--- src/common/uic_pkg.sv ---
// Constants, types and decoding shared by the interrupt identification and line control block.
// Assumes one system clock and a host reaching the registers over a plain strobe port.
package uic_pkg;

  localparam logic [2:0] ADDR_DIV_LOW = 3'h0;
  localparam logic [2:0] ADDR_DIV_HIGH = 3'h1;
  localparam logic [2:0] ADDR_IDENT = 3'h2;
  localparam logic [2:0] ADDR_LINE = 3'h3;

  localparam int LCR_DLAB = 7;
  localparam int LCR_BREAK = 6;
  localparam int LCR_STICK = 5;
  localparam int LCR_EVEN = 4;
  localparam int LCR_PAR_ON = 3;
  localparam int LCR_STOP = 2;
  localparam int EFR_ENH = 4;

  localparam logic [7:0] LCR_RESET = 8'h00;
  localparam logic [7:0] EFR_RESET = 8'h00;
  localparam logic [7:0] DIV_RESET = 8'h00;

  localparam logic [5:0] CODE_LINE = 6'h06;
  localparam logic [5:0] CODE_RXDATA = 6'h04;
  localparam logic [5:0] CODE_TIMEOUT = 6'h0c;
  localparam logic [5:0] CODE_THR = 6'h02;
  localparam logic [5:0] CODE_MODEM = 6'h00;
  localparam logic [5:0] CODE_XOFF = 6'h10;
  localparam logic [5:0] CODE_FLOW = 6'h20;
  localparam logic [5:0] CODE_NONE = 6'h01;
  localparam logic [1:0] FIFO_ON = 2'h3;
  localparam logic [1:0] FIFO_OFF = 2'h0;

  localparam int NUM_SRC = 7;
  localparam logic [2:0] SRC_LINE = 3'h0;
  localparam logic [2:0] SRC_TIMEOUT = 3'h1;
  localparam logic [2:0] SRC_RXDATA = 3'h2;
  localparam logic [2:0] SRC_THR = 3'h3;
  localparam logic [2:0] SRC_MODEM = 3'h4;
  localparam logic [2:0] SRC_XOFF = 3'h5;
  localparam logic [2:0] SRC_FLOW = 3'h6;

  localparam logic [3:0] WORD_BASE = 4'h5;
  localparam logic [2:0] STOP_ONE = 3'h2;
  localparam logic [2:0] STOP_ONE_HALF = 3'h3;
  localparam logic [2:0] STOP_TWO = 3'h4;

  typedef enum logic [1:0] {
    UIC_IDLE = 2'b01,
    UIC_HELD = 2'b10
  } uic_arb_t;

  // Identity code of one source
  function automatic logic [5:0] uic_code_of(input logic [2:0] src);
    logic [5:0] c;
    c = CODE_NONE;
    case (src)
      SRC_LINE: c = CODE_LINE;
      SRC_TIMEOUT: c = CODE_TIMEOUT;
      SRC_RXDATA: c = CODE_RXDATA;
      SRC_THR: c = CODE_THR;
      SRC_MODEM: c = CODE_MODEM;
      SRC_XOFF: c = CODE_XOFF;
      SRC_FLOW: c = CODE_FLOW;
      default: c = CODE_NONE;
    endcase
    return c;
  endfunction

endpackage

--- src/rtl/uic_irq_ident.sv ---
// Interrupt identification and line control for one UART channel.
// Assumes interrupt sources arrive already enabled and synchronous to clk.
//
// Implementation choices: the plain strobed port and the register addresses.
`timescale 1ns/10ps
module uic_irq_ident (
  input wire logic clk,
  input wire logic rst_n,
  input wire logic [2:0] addr,
  input wire logic [7:0] wdata,
  input wire logic wr,
  input wire logic rd,
  output logic [7:0] rdata,
  input wire logic fifo_enabled,
  input wire logic line_status_error,
  input wire logic receive_data_ready,
  input wire logic receive_timeout,
  input wire logic transmit_holding_empty,
  input wire logic modem_status_change,
  input wire logic xoff_detected,
  input wire logic xon_received,
  input wire logic flow_change,
  input wire logic tx_serial,
  output logic irq,
  output logic tx_line,
  output logic [15:0] divisor,
  output logic enhanced_mode,
  output logic parity_enable,
  output logic parity_even,
  output logic parity_forced,
  output logic parity_force_value,
  output logic [3:0] word_bits,
  output logic [2:0] stop_halves
);
  typedef struct packed {
    uic_pkg::uic_arb_t arb;
    logic [2:0] held;
    logic xoff_flag;
    logic [7:0] line_ctl;
    logic [7:0] feature;
    logic [7:0] div_low;
    logic [7:0] div_high;
    logic [7:0] rdata;
    logic irq;
  } uic_state_t;

  logic [1:0] rst_pipe;
  logic rst_sync_n;
  uic_state_t st;
  uic_state_t next_st;
  logic [uic_pkg::NUM_SRC-1:0] pend;
  logic pick_any;
  logic [2:0] pick_sel;
  logic enh;
  logic dlab;
  logic [5:0] ident_code;

  // Reset release through two flops
  always_ff @(posedge clk or negedge rst_n) begin
    if (!rst_n) begin
      rst_pipe <= 2'h0;
    end else begin
      rst_pipe <= {rst_pipe[0], 1'b1};
    end
  end
  assign rst_sync_n = rst_pipe[1];

  assign enh = st.feature[uic_pkg::EFR_ENH];
  assign dlab = st.line_ctl[uic_pkg::LCR_DLAB];

  // Pending sources in priority order
  always_comb begin
    pend = '0;
    pend[uic_pkg::SRC_LINE] = line_status_error;
    pend[uic_pkg::SRC_TIMEOUT] = receive_timeout;
    pend[uic_pkg::SRC_RXDATA] = receive_data_ready;
    pend[uic_pkg::SRC_THR] = transmit_holding_empty;
    pend[uic_pkg::SRC_MODEM] = modem_status_change;
    pend[uic_pkg::SRC_XOFF] = st.xoff_flag & enh;
    pend[uic_pkg::SRC_FLOW] = flow_change & enh;
  end

  uic_prio_pick u_pick (
    .pending(pend),
    .any(pick_any),
    .sel(pick_sel)
  );

  // Bits 5 and 4 drop at once when enhanced mode is turned off
  assign ident_code = (st.arb == uic_pkg::UIC_HELD) ?
    (uic_pkg::uic_code_of(st.held) & {enh, enh, 4'hf}) : uic_pkg::CODE_NONE;

  always_comb begin
    next_st = st;
    // Arbitration: hold the presented source until it is serviced
    unique case (st.arb)
      uic_pkg::UIC_IDLE: begin
        if (pick_any) begin
          next_st.arb = uic_pkg::UIC_HELD;
          next_st.held = pick_sel;
        end
      end
      uic_pkg::UIC_HELD: begin
        if (!pend[st.held]) begin
          next_st.arb = uic_pkg::UIC_IDLE;
        end
      end
    endcase
    next_st.irq = (next_st.arb == uic_pkg::UIC_HELD);
    // Flow-stop flag; a stop in the same cycle as a resume wins
    next_st.xoff_flag = xoff_detected | (st.xoff_flag & ~xon_received);
    // Register writes
    if (wr) begin
      unique case (addr)
        uic_pkg::ADDR_DIV_LOW: begin
          if (dlab) begin
            next_st.div_low = wdata;
          end
        end
        uic_pkg::ADDR_DIV_HIGH: begin
          if (dlab) begin
            next_st.div_high = wdata;
          end
        end
        uic_pkg::ADDR_IDENT: begin
          if (dlab) begin
            next_st.feature = wdata;
          end
        end
        uic_pkg::ADDR_LINE: begin
          next_st.line_ctl = wdata;
        end
        default: begin
        end
      endcase
    end
    // Register reads, data one cycle later
    next_st.rdata = 8'h00;
    if (rd) begin
      unique case (addr)
        uic_pkg::ADDR_DIV_LOW: begin
          next_st.rdata = dlab ? st.div_low : 8'h00;
        end
        uic_pkg::ADDR_DIV_HIGH: begin
          next_st.rdata = dlab ? st.div_high : 8'h00;
        end
        uic_pkg::ADDR_IDENT: begin
          if (dlab) begin
            next_st.rdata = st.feature;
          end else begin
            next_st.rdata = {fifo_enabled ? uic_pkg::FIFO_ON : uic_pkg::FIFO_OFF,
                             ident_code};
          end
        end
        uic_pkg::ADDR_LINE: begin
          next_st.rdata = st.line_ctl;
        end
        default: begin
          next_st.rdata = 8'h00;
        end
      endcase
    end
  end

  always_ff @(posedge clk or negedge rst_sync_n) begin
    if (!rst_sync_n) begin
      st <= '{arb: uic_pkg::UIC_IDLE, held: 3'h0, xoff_flag: 1'b0,
              line_ctl: uic_pkg::LCR_RESET, feature: uic_pkg::EFR_RESET,
              div_low: uic_pkg::DIV_RESET, div_high: uic_pkg::DIV_RESET,
              rdata: 8'h00, irq: 1'b0};
    end else begin
      st <= next_st;
    end
  end

  assign rdata = st.rdata;
  assign irq = st.irq;
  assign divisor = {st.div_high, st.div_low};
  assign enhanced_mode = enh;

  uic_line_format u_fmt (
    .clk(clk),
    .rst_n(rst_sync_n),
    .line_ctl(st.line_ctl),
    .tx_serial(tx_serial),
    .tx_line(tx_line),
    .parity_enable(parity_enable),
    .parity_even(parity_even),
    .parity_forced(parity_forced),
    .parity_force_value(parity_force_value),
    .word_bits(word_bits),
    .stop_halves(stop_halves)
  );
endmodule // uic_irq_ident

--- src/rtl/uic_prio_pick.sv ---
// Priority picker over the pending interrupt sources.
// Assumes index 0 is the highest priority; purely combinational.
`timescale 1ns/10ps
module uic_prio_pick (
  input wire logic [uic_pkg::NUM_SRC-1:0] pending,
  output logic any,
  output logic [2:0] sel
);
  // Lowest index wins
  always_comb begin
    any = 1'b0;
    sel = 3'h0;
    for (int i = uic_pkg::NUM_SRC - 1; i >= 0; i--) begin
      if (pending[i]) begin
        any = 1'b1;
        sel = i[2:0];
      end
    end
  end
endmodule // uic_prio_pick

--- src/rtl/uic_line_format.sv ---
// Line format decode and break control from the line control register.
// Assumes the synchronised reset of the top and a serial stream from the transmitter.
`timescale 1ns/10ps
module uic_line_format (
  input wire logic clk,
  input wire logic rst_n,
  input wire logic [7:0] line_ctl,
  input wire logic tx_serial,
  output logic tx_line,
  output logic parity_enable,
  output logic parity_even,
  output logic parity_forced,
  output logic parity_force_value,
  output logic [3:0] word_bits,
  output logic [2:0] stop_halves
);
  typedef struct packed {
    logic tx;
    logic par_en;
    logic par_even;
    logic par_forced;
    logic par_val;
    logic [3:0] word;
    logic [2:0] stop;
  } uic_fmt_t;

  uic_fmt_t st;
  uic_fmt_t next_st;

  always_comb begin
    next_st = st;
    next_st.tx = line_ctl[uic_pkg::LCR_BREAK] ? 1'b0 : tx_serial;
    next_st.par_en = line_ctl[uic_pkg::LCR_PAR_ON];
    next_st.par_forced = line_ctl[uic_pkg::LCR_PAR_ON] & line_ctl[uic_pkg::LCR_STICK];
    next_st.par_even = line_ctl[uic_pkg::LCR_PAR_ON] & ~line_ctl[uic_pkg::LCR_STICK]
      & line_ctl[uic_pkg::LCR_EVEN];
    next_st.par_val = ~line_ctl[uic_pkg::LCR_EVEN];
    next_st.word = uic_pkg::WORD_BASE + {2'h0, line_ctl[1:0]};
    if (!line_ctl[uic_pkg::LCR_STOP]) begin
      next_st.stop = uic_pkg::STOP_ONE;
    end else if (line_ctl[1:0] == 2'h0) begin
      next_st.stop = uic_pkg::STOP_ONE_HALF;
    end else begin
      next_st.stop = uic_pkg::STOP_TWO;
    end
  end

  always_ff @(posedge clk or negedge rst_n) begin
    if (!rst_n) begin
      st <= '{tx: 1'b1, par_en: 1'b0, par_even: 1'b0, par_forced: 1'b0, par_val: 1'b1,
              word: uic_pkg::WORD_BASE, stop: uic_pkg::STOP_ONE};
    end else begin
      st <= next_st;
    end
  end

  assign tx_line = st.tx;
  assign parity_enable = st.par_en;
  assign parity_even = st.par_even;
  assign parity_forced = st.par_forced;
  assign parity_force_value = st.par_val;
  assign word_bits = st.word;
  assign stop_halves = st.stop;
endmodule // uic_line_format

--- config.mk ---
export PLATFORM = sky130hd
export DESIGN_NAME = uic_irq_ident
export DESIGN_NICKNAME = d
export VERILOG_FILES = /design/src/common/uic_pkg.sv /design/src/rtl/uic_irq_ident.sv /design/src/rtl/uic_prio_pick.sv /design/src/rtl/uic_line_format.sv
export SDC_FILE = /design/constraint.sdc
export NUM_CORES = 1
export LEC_CHECK = 0
export ABC_AREA = 1
export BUFFER_PORTS_ARGS = -buffer_cell sky130_fd_sc_hd__buf_2
export CAP_MARGIN = 10
export CORE_MARGIN = 1
export CORE_UTILIZATION = 49
export CTS_CLUSTER_SIZE = 10
export DETAILED_ROUTE_END_ITERATION = 6
export PLACE_DENSITY = 0.81
export SKIP_LAST_GASP = 1
export SYNTH_ARGS = -nofsm -noshare
export SYNTH_HDL_FRONTEND = slang
export SYNTH_SLANG_ARGS = --single-unit
--- constraint.sdc ---
create_clock -name clk -period 2 [get_ports clk]
set_clock_uncertainty 0.1 [all_clocks]
set_input_delay 0.2 -clock clk [delete_from_list [all_inputs] [get_ports clk]]
set_output_delay 0.2 -clock clk [all_outputs]
set_load 0.02 [all_outputs]
## Yosys cells after proc, flatten, opt, wreduce, memory -nomap -nowiden

Index checks and enable logic that the tools add are counted.

| cells by class | value |
|---|---|
| muxes and demuxes | 30 |
| multiply operators | 0 |
| div/mod/pow operators | 0 |
| $lt $le $gt $ge | 1 |
| shift operators | 0 |
| bitwise gates (word level) | 11 |
| reduce and logical (&&, ||, !) cells | 8 |
| eq/ne operators | 12 |
| add/sub/neg operators | 1 |

Operators by type and width:

| cell | number |
|---|---|
| case mux 6 bit (7 select lines) | 1 |
| two-way mux 8 bit | 4 |
| case mux 8 bit (4 select lines) | 1 |
| two-way mux 3 bit | 9 |
| == test 3 x 2 -> 1 bit (second input constant) | 4 |
| == test 3 bit (second input constant) | 3 |
| two-way mux 1 bit | 9 |
| AND reduction 3 bit | 3 |
| AND 1 bit | 6 |
| AND 6 bit | 1 |
| == test 3 x 1 -> 1 bit (second input constant) | 2 |
| logical NOT 3 bit | 2 |
| two-way mux 6 bit | 1 |
| two-way mux 5 bit | 1 |
| adder 3 x 2 -> 4 bit (first input constant) | 1 |
| == test 2 bit (second input constant) | 2 |
| < comparator 3 x 4 -> 1 bit (second input constant) | 1 |
| two-way mux 2 bit | 2 |
| case mux 2 bit (2 select lines) | 1 |
| AND reduction 2 bit | 2 |
| binary-select mux 1 bit (select 3 bit) | 1 |
| NOT 1 bit | 3 |
| == test 2 x 1 -> 1 bit (second input constant) | 1 |
| logical NOT 2 bit | 1 |
| OR 1 bit | 1 |

| word-level totals | value |
|---|---|
| RAM bits | 0 |
| bits in read-only memories | 0 |
| latch bits | 0 |
| bits in registers | 61 |
| bits of input ports | 25 |
| memories kept | 0 |

## Logic depth before layout (Yosys ltp)

Gate-level depths: netlist of the first run.

| logic depth | value |
|---|---|
| word-level depth | 11 |
| mapped depth | 8 |
| mapped depth without buffers | 8 |

## Hierarchy

A second synthesis of the first run with hierarchy kept.

| unflattened totals | value |
|---|---|
| cell total of the unflattened synthesis | 373 |
| area, all modules | 3,136.8 um^2 |

By module, submodules not included:

| module | sequential area each (um^2) | instances | area an instance (um^2) | cells each |
|---|---|---|---|---|
| uic_irq_ident | 1,227.4 | 1 | 2,640.0 | 325 |
| uic_line_format | 306.5 | 1 | 405.4 | 30 |
| uic_prio_pick | 0.0 | 1 | 91.3 | 18 |

## Worst setup path after synthesis of the first run

No wires, ideal clock.

| timing path | value |
|---|---|
| path type | reg-to-reg |
| start point | reg st (netlist bit enhanced_mode) |
| end point | reg st[42] (netlist bit) |
| data arrival time | 1.074 ns |
| clock period less this slack | 1.304 ns |
| setup slack | 0.696 ns |
| setup time | 0.130 ns |
| buffers on the path | 0 |
| stages on the path, launching flop included | 8 |
| cells stage by stage | dfrtp_1 -> nand2_1 -> nand2_1 -> nor2_1 -> nand2_1 -> nand3_1 -> nand2_1 -> o21ai_0 |

| on the way | value |
|---|---|
| word-level cells in the longest chain between the ends | 9 |

Ends and longest elaborated chain:

| item | line | text |
|---|---|---|
| from (decl) | uic_irq_ident.sv:49 | `uic_state_t st;` |
| from (signal assigned) | uic_irq_ident.sv:167 | `st <= '{arb: uic_pkg::UIC_IDLE, held: 3'h0, xoff_flag: 1'b0,` |
| from (signal assigned) | uic_irq_ident.sv:172 | `st <= next_st;` |
| AND 1 bit | uic_irq_ident.sv:80 | `pend[uic_pkg::SRC_FLOW] = flow_change & enh;` |
| two-way mux 1 bit (7 in series) | uic_prio_pick.sv:14 | `if (pending[i]) begin` |
| AND reduction 2 bit (no line) | - |  |

Parallel ways exist; a longest one is shown, timed or not.
A chain may end at the register's enable or synchronous reset.

==> results of run 1 <==
[flip-flops by register name, indices dropped and copies added (netlist names)]
name / flops
st: 20
divisor: 16
rdata: 8
u_fmt.word_bits: 4
u_fmt.stop_halves: 3
rst_pipe: 2
dlab: 1
enhanced_mode: 1
irq: 1
u_fmt.parity_enable: 1
u_fmt.parity_even: 1
u_fmt.parity_force_value: 1
u_fmt.parity_forced: 1
u_fmt.tx_line: 1
[layer usage]
layer  part of all wire  global-route usage
met1               0.45               0.278
met2               0.47               0.342
met3              0.075              0.0685
met4             0.0086              0.0732
met5                  0                   0
[timing repair]
action / 4_1_cts / 5_1_grt
hold buffers: 4 / 0
endpoints found under the setup margin: 0 / 0
hold endpoints to repair: 4 / 0
[metrics by stage]
step / cells / hold WS (ns)
6_report: 479 / 0.0392
5_1_grt: 479 / 0.0717
4_1_cts: 479 / 0.0267
3_5_place_dp: 459 / -0.113
3_3_place_gp: 459 / -0.113
2_1_floorplan: 352 / -0.196
[how the worst min path moves through the flow]
stage                        to  slack (ns)  cells after the start
global placement    rst_pipe[0]       -0.11                      1
floorplan           rst_pipe[0]       -0.20                      0
detailed placement  rst_pipe[0]       -0.11                      1
global route        rst_pipe[0]        0.07                      2
CTS                      st[42]        0.03                      4
finish                   st[42]        0.04                      4
[final cells by class]
class / count / share of cell area
inverters: 42 / 0.0457
clock inverters: 6 / 0.0318
multi-input cells: 216 / 0.311
well taps: 75 / 0.0268
flip-flops and latches: 61 / 0.438
repair buffers: 69 / 0.110
clock buffers: 10 / 0.0364
[power groups by stage]
stage / Sequential [mW] / Clock (mW) / Combinational, mW
final: 1.74 / 1.31 / 1.10
after global placement: 1.75 / 0 / 1.06
after floorplan: 1.78 / 0 / 0.861
after detailed placement: 1.75 / 0 / 1.10
after global routing: 1.77 / 1.40 / 1.23
after CTS: 1.73 / 1.33 / 1.11
[cell families after synthesis]
logic type                 count (synthesis)  synth area share
and+or+nand+nor                          164             0.237
AOI/OAI and AO/OA                         49             0.112
adders and majority gates                  2           0.00823
buffers and inverters                     75             0.137
other                                      1           0.00123
DFF                                       61             0.505
[tightest hold or removal path, stage by stage]
cell and delay, ns:
buf_2 0.07, inv_1 0.04, nand2_1 0.06, o21ai_0 0.06
[cells in the final DEF, fill, tap and decap left out]
cell           count
inv_2              4
o21ai_0            8
nand2_1           96
conb_1             1
dfrtp_1           54
nor2_2             1
nand3_2            1
o21ai_2           24
inv_4              1
clkbuf_8           9
clkinv_2           1
nand3_1           13
a21oi_1            5
nand2_4            2
nand3b_1           1
nand2_2            4
nor3_4             1
nand3_4            1
o21ai_1           10
clkinvlp_4         1
dfrtp_2            1
dfstp_2            6
clkinv_4           1
nor3_1             1
bufinv_16          3
inv_1             37
buf_12             1
dlygate4sd3_1      4
o21bai_1           2
clkbuf_1           1
buf_2             62
buf_4              2
ha_1               2
nand4_1           10
nor2_1            33
[synthesized netlist by cell type]
cell type   n
nand2_1    96
dfrtp_1    55
inv_1      37
nor2_1     33
buf_4      26
o21ai_2    24
nand3_1    13
nand4_1    10
o21ai_1    10
o21ai_0     8
dfstp_2     6
a21oi_1     5
buf_6       4
inv_2       4
nand2_2     4
buf_2       3
ha_1        2
nand2_4     2
o21bai_1    2
conb_1      1
inv_4       1
nand3_2     1
nand3_4     1
nand3b_1    1
nor2_2      1
nor3_1      1
nor3_4      1
==> impl_metrics.yaml, run 1 <==
cells_and_area:
  drive_above_1_share: 0.312
  diodes: 0
  multi_input_area_mm2: 0.00109
  layout.nets: 426
  finish.utilization: 0.588
  seq_area_mm2: 0.00154
  syn2layout_area_growth_pct: 15.3
  fillers: 528
  final_design_area_no_fill_mm2: 0.00350
pwr:
  p_int_mw: 2.74
  total_power_mw: 4.14
  p_seq_frac: 0.420
  power_leakage_nw: 1.90
  p_sw_frac: 0.340
  clockPowerShare: 0.315
  power_switching_mw: 1.41
  power_density_mw_per_mm2: 1180
  vdd_drop_max_mv: 0.565
  comb_power_share: 0.265
grt:
  grt.total_usage: 0.215
  antenna_found_initial: 0
  grt_max_degree: 60
  grt_pass1_vias: 2264
  grt_overflow: 0
  grt_first_pass_wirelength_um: 10300
worst_setup_path:
  r2r-start: "dlab"
  crit_type: "flip-flop to flip-flop"
  rrSetupSlack_ns: 0.61
  crit_start: "dlab"
  end_kind: "flip-flop"
  worst_path_max_delay_cell: "dfrtp_1"
  path_depth: 5
  slowest_delay_ns: 0.44
  start_kind: "flip-flop"
  reg2reg_depth: 5
  critPathArrivalTime_ns: 1.54
  path_delay_family: "flip-flops"
  crit_path_end: "rdata[4]"
  cp.required_ns: 2.15
  path_buf_inv: 1
  crit_chain: "buf_4, nand4_1, o21ai_1, nor2_1, a21oi_1"
  r2r_end: "rdata[4]"
  cp_max_fo: 22
clock_network:
  clkTransAtPathRegs_ns: 0.07
  cts_setup_buffers: 0
  cts-root-buf: "clkbuf_8"
  htreeDepth: 3
  ctsResizeCount: 0
  clock_path_buffers: 2
  numCtsBuffers: 9
  cts_tree: "done"
  clock-sinks: 61
  clk_latency_ns: 0.34
route:
  totalWireLength_um: 6160
  wire_per_inst_um: 12.9
  avgViaCountPerCell: 4.99
  vias: 2392
  post-route-drc-count: 0
  dr.pass1.iters: 4
  ant_nets: 0
  first_iter_violations: 186
placement:
  dpl_cell_area_mm2: 0.00323
  place_ws_ns: 0.602
  portBuffers: 62
  place.gp.congestion: 0.873
  hpwl_um: 4550
synthesis:
  yosys_warnings: 0
  avgSynthCellArea_um2: 8.64
  ys_top_cells_by_area: "dfrtp_1 (45%), nand2_1 (12%), o21ai_2 (6.9%)"
  yosysTopAreaCellShare: 0.453
  synth.distinct_cells: 27
  synth-seq-cells: 61
  yosys.area.top_type: "dfrtp_1"
  synth_area_mm2: 0.00304
  ys_seq_area_frac: 0.505
  synth_cells: 352
  syn_nets: 379
sta:
  timing.final.crit_share: 0.695
  max_freq_mhz: 720
  maxSlewViolCount: 0
  fin_ws_ns: 0.610
  fin_crit_ns: 1.39
  hold_violations: 0
  setup_tns_ns: 0
  setup_viol: 0
  rsz0062_at_grt: "no"
job:
  cap_violations: 0
worst_hold_path:
  min_from: "line_status_error"
  hold_class: "input pin to flip-flop"
run_status:
  status: "finished, final reports clean"
floorplanning:
  design.core.area_mm2: 0.00596
  start_util: 0.511
  dieArea_mm2: 0.00652
  die_y_um: 80.8
  rows: 28
  ios: 63
  die_w_um: 80.8
(Power assumes the default switching activity.)
==> inputs of run 2 (changes only) <==
--- a/config.mk
+++ b/config.mk
@@ -5,14 +5,14 @@
 export SDC_FILE = /design/constraint.sdc
 export NUM_CORES = 1
 export LEC_CHECK = 0
-export ABC_AREA = 1
+export ABC_AREA = 0
 export BUFFER_PORTS_ARGS = -buffer_cell sky130_fd_sc_hd__buf_2
 export CAP_MARGIN = 10
 export CORE_MARGIN = 1
-export CORE_UTILIZATION = 49
+export CORE_UTILIZATION = 52
 export CTS_CLUSTER_SIZE = 10
 export DETAILED_ROUTE_END_ITERATION = 6
-export PLACE_DENSITY = 0.81
+export PLACE_DENSITY = 0.83
 export SKIP_LAST_GASP = 1
 export SYNTH_ARGS = -nofsm -noshare
 export SYNTH_HDL_FRONTEND = slang
==> constraint.sdc (replaced) <==
create_clock -name clk -period 1.3 [get_ports clk]
set_clock_uncertainty 0.1 [all_clocks]
set_input_delay 0.13 -clock clk [delete_from_list [all_inputs] [get_ports clk]]
set_output_delay 0.13 -clock clk [all_outputs]
set_load 0.02 [all_outputs]
==> run 2 against run 1 <==
The run now ends with setup timing left. Non-clock buffer count rose by 38. Power rose by 71%. Die area fell by 10%. Synthesized area fell by 5.1%. Register-to-register slack got worse by 0.84 ns. Cell count fell by 19%. Sequential share of layout area fell by 3.6 points. Design area rose by 9.2%. Count of clock-buffer cells in the layout rose by 5. Largest cell class unchanged. Highest routed layer unchanged.
==> impl_metrics.yaml, run 2 <==
placement:
  place.gp.congestion: 0.931
  placed_cells: 356
  dpl_cell_area_mm2: 0.00329
  hpwl_um: 4310
  place_ws_ns: -0.214
  portBuffers: 62
worst_setup_path:
  reg2reg_depth: 4
  cp_max_fo: 4
  crit_chain: "nor3b_4, and3b_2, buf_6, mux2_4"
  start_kind: "flip-flop"
  crit_type: "flip-flop to flip-flop"
  end_kind: "flip-flop"
  r2r-start: "dlab"
  cp.required_ns: 1.41
  critPathArrivalTime_ns: 1.64
  slowest_delay_ns: 0.38
  path_delay_family: "simple AND/OR/NAND/NOR gates"
  r2r_end: "divisor[2]"
  rrSetupSlack_ns: -0.23
  crit_path_end: "divisor[2]"
  worst_path_max_delay_cell: "dfrtp_1"
  path_depth: 4
  crit_start: "dlab"
  path_buf_inv: 1
clock_network:
  clock-sinks: 61
  numCtsBuffers: 9
  clock_path_buffers: 2
  htreeDepth: 3
  clk_latency_ns: 0.33
  cts-root-buf: "clkbuf_8"
  cts_tree: "done"
  clkTransAtPathRegs_ns: 0.06
route:
  dr.pass1.iters: 4
  vias: 2153
  first_iter_violations: 117
  avgViaCountPerCell: 5.53
  totalWireLength_um: 7010
  wire_per_inst_um: 18.0
  ant_nets: 0
  post-route-drc-count: 0
sta:
  timing.hold.ws_ns: 0.0891
  fin_ws_ns: -0.235
  timing.final.crit_share: 1.18
  fin_crit_ns: 1.53
  setup_viol: 34
  maxSlewViolCount: 0
  rsz0062_at_grt: "yes"
  hold_violations: 0
  max_freq_mhz: 652
grt:
  grt_max_degree: 60
  antenna_found_initial: 0
  grt_pass1_vias: 2153
  grt_overflow: 0
  grt_first_pass_wirelength_um: 10500
  grt.total_usage: 0.236
synthesis:
  synth.distinct_cells: 51
  yosysMostFrequentCell: "dfrtp_1"
  avgSynthCellArea_um2: 12.7
  async_flop_share: 1.00
  synthFlopType: "dfrtp_1"
  synthTopCellsByCount: "dfrtp_1 (55), mux2_2 (40), buf_4 (26), inv_1 (9), a22oi_1 (8)"
  ys_top_cells_by_area: "dfrtp_1 (48%), mux2_2 (16%), buf_4 (6.8%)"
  ys_seq_area_frac: 0.531
  synth_area_mm2: 0.00289
  syn_nets: 255
  synth-edff-count: 0
  yosys_warnings: 0
  synth_cells: 228
  synth-seq-cells: 61
  yosysTopAreaCellShare: 0.477
  yosys.area.top_type: "dfrtp_1"
cells_and_area:
  layout.nets: 341
  final_design_area_no_fill_mm2: 0.00383
  drive_above_1_share: 0.577
  largest_register_ffs: 20
  top_register: "st"
  diodes: 0
  stdcell_count: 389
  final_cell_mix: "buf_2 (62), dfrtp_1 (51), mux2_2 (30), buf_4 (26), dlygate4sd3_1 (13)"
  syn2layout_area_growth_pct: 32.6
  mostFrequentLayoutCell: "buf_2"
worst_hold_path:
  hold_class: "input pin to flip-flop"
  min_from: "receive_timeout"
floorplanning:
  dieArea_mm2: 0.00585
  die_y_um: 76.5
  start_util: 0.551
  rows: 26
  design.core.area_mm2: 0.00524
  die_w_um: 76.5
  ios: 63
pwr:
  power_leakage_nw: 1.82
  vdd_drop_max_mv: 1.22
  power_density_mw_per_mm2: 1850
  total_power_mw: 7.07
job:
  cap_violations: 0
run_status:
  status: "finished with violations"
  violations: "setup timing"
-- run 2: cell count changes after synthesis, sizes merged, moves of 4 or more --
cell	previous run	this run
nand4	10	0
a22oi	0	8
nand2b	0	5
o21ai	42	2
nor2b	0	4
inv	42	9
buf	33	29
mux2	0	40
nor3b	0	5
nor2	34	6
nand2	102	3
and3b	0	4
nand3	15	1
-- run 2: cells by family after synthesis --
logic type	after synthesis	synth area share
other	1	0.00130
multiplexers	42	0.172
AO/OA/AOI/OAI	34	0.0854
buffers and inverters	41	0.0884
flip-flops	61	0.531
adder cells (fa/ha/maj)	2	0.00867
AND/OR/NAND/NOR	46	0.110
XOR/XNOR	1	0.00303
-- run 2: worst min-delay path, cell delays in order --
cell and delay, ns:
buf_2 0.11, nor2_1 0.06, o31ai_2 0.06, a22oi_1 0.09
-- run 2: worst min-delay path by stage --
stage	end	cells past startpoint	slack, ns
after floorplan	rst_pipe[0]	0	-0.27
after global placement	rst_pipe[0]	1	-0.19
after detailed placement	rst_pipe[0]	1	-0.18
after CTS	rdata[7]	3	0.07
after global routing	rdata[7]	3	0.1
final	st[43]	4	0.09
-- run 2: where the power goes --
part | leakage (nW) | switching [mW] | internal [mW] | total, mW
Combinational | 0.973 | 1.29 | 1.27 | 2.56
Sequential | 0.747 | 0.412 | 2.43 | 2.84
Clock | 0.0979 | 0.677 | 0.995 | 1.67
Total | 1.82 | 2.38 | 4.69 | 7.07
-- run 2: metal layers --
| layer | share of wire | vias to the layer above | GRT usage | routed length, µm |
|---|---|---|---|---|
| li1 | - | 968 | - | - |
| met1 | 0.40 | 1064 | 0.282 | 2800 |
| met2 | 0.52 | 100 | 0.399 | 3660 |
| met3 | 0.051 | 21 | 0.0503 | 361 |
| met4 | 0.027 | 0 | 0.125 | 192 |
| met5 | 0 | - | 0 | 0 |
-- run 2: final cells by class --
cell class | instances | area [µm²]
Sequential cell | 61 | 1540
Multi-Input combinational cell | 126 | 1260
Tap cell | 70 | 87.6
Fill cell | 344 | 1410
Timing Repair Buffer | 107 | 712
Clock buffer | 15 | 166
Clock inverter | 1 | 30.0
Inverter | 9 | 33.8
-- run 2: stage by stage --
stage / utilization / TNS, ns
after CTS: 0.708 / -3.58
after detailed placement: 0.629 / -5.37
final: 0.731 / -5.03
after global routing: 0.731 / -6.54
after global placement: 0.629 / -3.90
after floorplan: - / -4.06
-- run 2: timing repair --
item | 4_1_cts | 5_1_grt
hold buffers | 13 | 0
gates resized for setup | 21 | 21
setup endpoints to repair | 36 | 37
pin swaps | 4 | 10
endpoints found under the hold margin | 33 | 0
setup buffers | 2 | 2
==> inputs of run 3 (changes only) <==
--- a/config.mk
+++ b/config.mk
@@ -6,13 +6,13 @@
 export NUM_CORES = 1
 export LEC_CHECK = 0
 export ABC_AREA = 0
-export BUFFER_PORTS_ARGS = -buffer_cell sky130_fd_sc_hd__buf_2
 export CAP_MARGIN = 10
 export CORE_MARGIN = 1
 export CORE_UTILIZATION = 52
 export CTS_CLUSTER_SIZE = 10
 export DETAILED_ROUTE_END_ITERATION = 6
-export PLACE_DENSITY = 0.83
+export DONT_BUFFER_PORTS = 1
+export PLACE_DENSITY = 0.73
 export SKIP_LAST_GASP = 1
 export SYNTH_ARGS = -nofsm -noshare
 export SYNTH_HDL_FRONTEND = slang
==> run 3 against run 2 <==
The flow still finishes with violations (setup timing). Clock power decreased by 9.6%. Non-clock buffer count decreased by 37. Global-route usage about the same. Via count decreased by 8.0%. Combinational power decreased by 6%. First-iteration DRC count decreased by 26%. Design area decreased by 4.3%. Die area unchanged. Power decreased by 3.2%. Cell count decreased by 9.5%. Utilization decreased by 3.1 points. Sequential share of layout area increased by 1.8 points. Largest power group unchanged.
==> impl_metrics.yaml, run 3 (synthesis gave the netlist of run 2 again) <==
cells_and_area:
  stdcell_count: 352
  syn2layout_area_growth_pct: 26.9
  drive_above_1_share: 0.486
  fillers: 373
  final_cell_mix: "dfrtp_1 (52), buf_4 (39), mux2_2 (32), dlygate4sd3_1 (20), clkbuf_8 (11)"
  top_register: "st"
  diodes: 0
  layout.nets: 304
  mostFrequentLayoutCell: "dfrtp_1"
  final_design_area_no_fill_mm2: 0.00366
  largest_register_ffs: 20
worst_setup_path:
  rrSetupSlack_ns: -0.22
  end_kind: "flip-flop"
  reg2reg_depth: 4
  r2r_end: "divisor[6]"
  start_kind: "flip-flop"
  crit_type: "flip-flop to flip-flop"
  r2r-start: "dlab"
  critPathArrivalTime_ns: 1.63
  cp_max_fo: 4
  cp.required_ns: 1.41
job:
  cap_violations: 0
floorplanning:
  die_y_um: 76.5
  start_util: 0.551
  rows: 26
  die_w_um: 76.5
  ios: 63
  dieArea_mm2: 0.00585
  design.core.area_mm2: 0.00524
clock_network:
  cts-root-buf: "clkbuf_8"
  clock-sinks: 61
  numCtsBuffers: 9
  clk_latency_ns: 0.33
  clkTransAtPathRegs_ns: 0.07
  htreeDepth: 3
  clock_path_buffers: 2
  cts_tree: "done"
route:
  vias: 1980
  totalWireLength_um: 6740
  ant_nets: 0
  first_iter_violations: 86
  post-route-drc-count: 0
  wire_per_inst_um: 19.1
  dr.pass1.iters: 4
  avgViaCountPerCell: 5.63
pwr:
  p_sw_frac: 0.339
  vdd_drop_max_mv: 1.06
  power_leakage_nw: 1.65
  comb_power_share: 0.353
  p_seq_frac: 0.426
  clockPowerShare: 0.221
  power_density_mw_per_mm2: 1870
  p_int_mw: 4.52
  power_switching_mw: 2.32
placement:
  placed_cells: 308
  place.gp.congestion: 0.824
  dpl_cell_area_mm2: 0.00309
  portBuffers: 0
  hpwl_um: 4300
sta:
  max_freq_mhz: 659
  fin_crit_ns: 1.52
  timing.final.crit_share: 1.17
  fin_ws_ns: -0.217
  hold_violations: 0
  setup_viol: 35
  timing.hold.ws_ns: 0.0247
  rsz0062_at_grt: "yes"
  maxSlewViolCount: 0
grt:
  grt_max_degree: 39
  grt_first_pass_wirelength_um: 10400
  grt_pass1_vias: 1957
  grt.total_usage: 0.236
  antenna_found_initial: 0
  grt_overflow: 0
worst_hold_path:
  hold_class: "input pin to flip-flop"
  min_to: "divisor[9]"
  min_delay_path_depth: 3
  min_from: "addr[0]"
run_status:
  violations: "setup timing"
  status: "finished with violations"
[run 3: changes by cell type in the layout (fill, tap and decap cells not counted), sizes merged]
cell,delta
buf,-44
bufinv,-1
clkbuf,-3
clkinv,+3
clkinvlp,+1
dlygate4sd3,+7
[run 3: power by group through the flow]
stage          clock, mW  sequential, mW  combinational, mW
3_3_place_gp           0            2.91               1.94
6_report            1.51            2.92               2.41
4_1_cts             1.54            2.90               2.24
5_1_grt             1.60            2.98               2.57
3_5_place_dp           0            2.93               1.98
2_1_floorplan          0            2.88               1.51
[run 3: layout make-up]
type	count	area (µm²)	share of cell area
Multi-Input combinational cell	126	1200	0.327
Clock buffer	12	155	0.0424
Inverter	9	36.3	0.00991
Sequential cell	61	1540	0.420
Clock inverter	4	22.5	0.00615
Tap cell	70	87.6	0.0239
Timing Repair Buffer	70	626	0.171
[run 3: how the worst max path moves through the flow]
stage,slack (ns),to,cells after the start,startpoint
2_1_floorplan,-0.31,divisor[0],4,dlab
3_3_place_gp,-0.15,rdata[1],4,dlab
3_5_place_dp,-0.20,divisor[7],4,dlab
4_1_cts,-0.16,divisor[4],4,dlab
5_1_grt,-0.25,divisor[6],4,dlab
6_report,-0.22,divisor[6],4,dlab
[run 3: through the flow]
step           power (mW)  TNS (ns)  worst slack (ns)  utilization
3_5_place_dp         4.91     -3.57            -0.204        0.589
2_1_floorplan        4.39     -4.06            -0.306            -
5_1_grt              7.15     -5.72            -0.247        0.699
4_1_cts              6.68     -3.65            -0.161        0.683
3_3_place_gp         4.86     -2.48            -0.150        0.589
6_report             6.85     -4.71            -0.217        0.699
[run 3: metal layers]
layer	vias up	part of all wire	GRT usage
met1	996	0.41	0.317
met4	0	0.012	0.102
met2	82	0.52	0.376
met5	-	0	0
li1	895	-	-
met3	7	0.060	0.0431
[run 3: worst max-delay path, cell delays in order, from the launching register on]
cell and delay [ns]:
dfrtp_1 0.37, nor3b_4 0.24, and3b_2 0.25, buf_6 0.14, mux2_4 0.31
[run 3: what timing repair did]
action	in CTS	in global routing
resized for setup	26	13
pin swaps	8	12
setup buffers	2	6
hold buffers	20	0
endpoints found under the hold margin	40	0
cloned	0	0
endpoints found under the setup margin	35	38
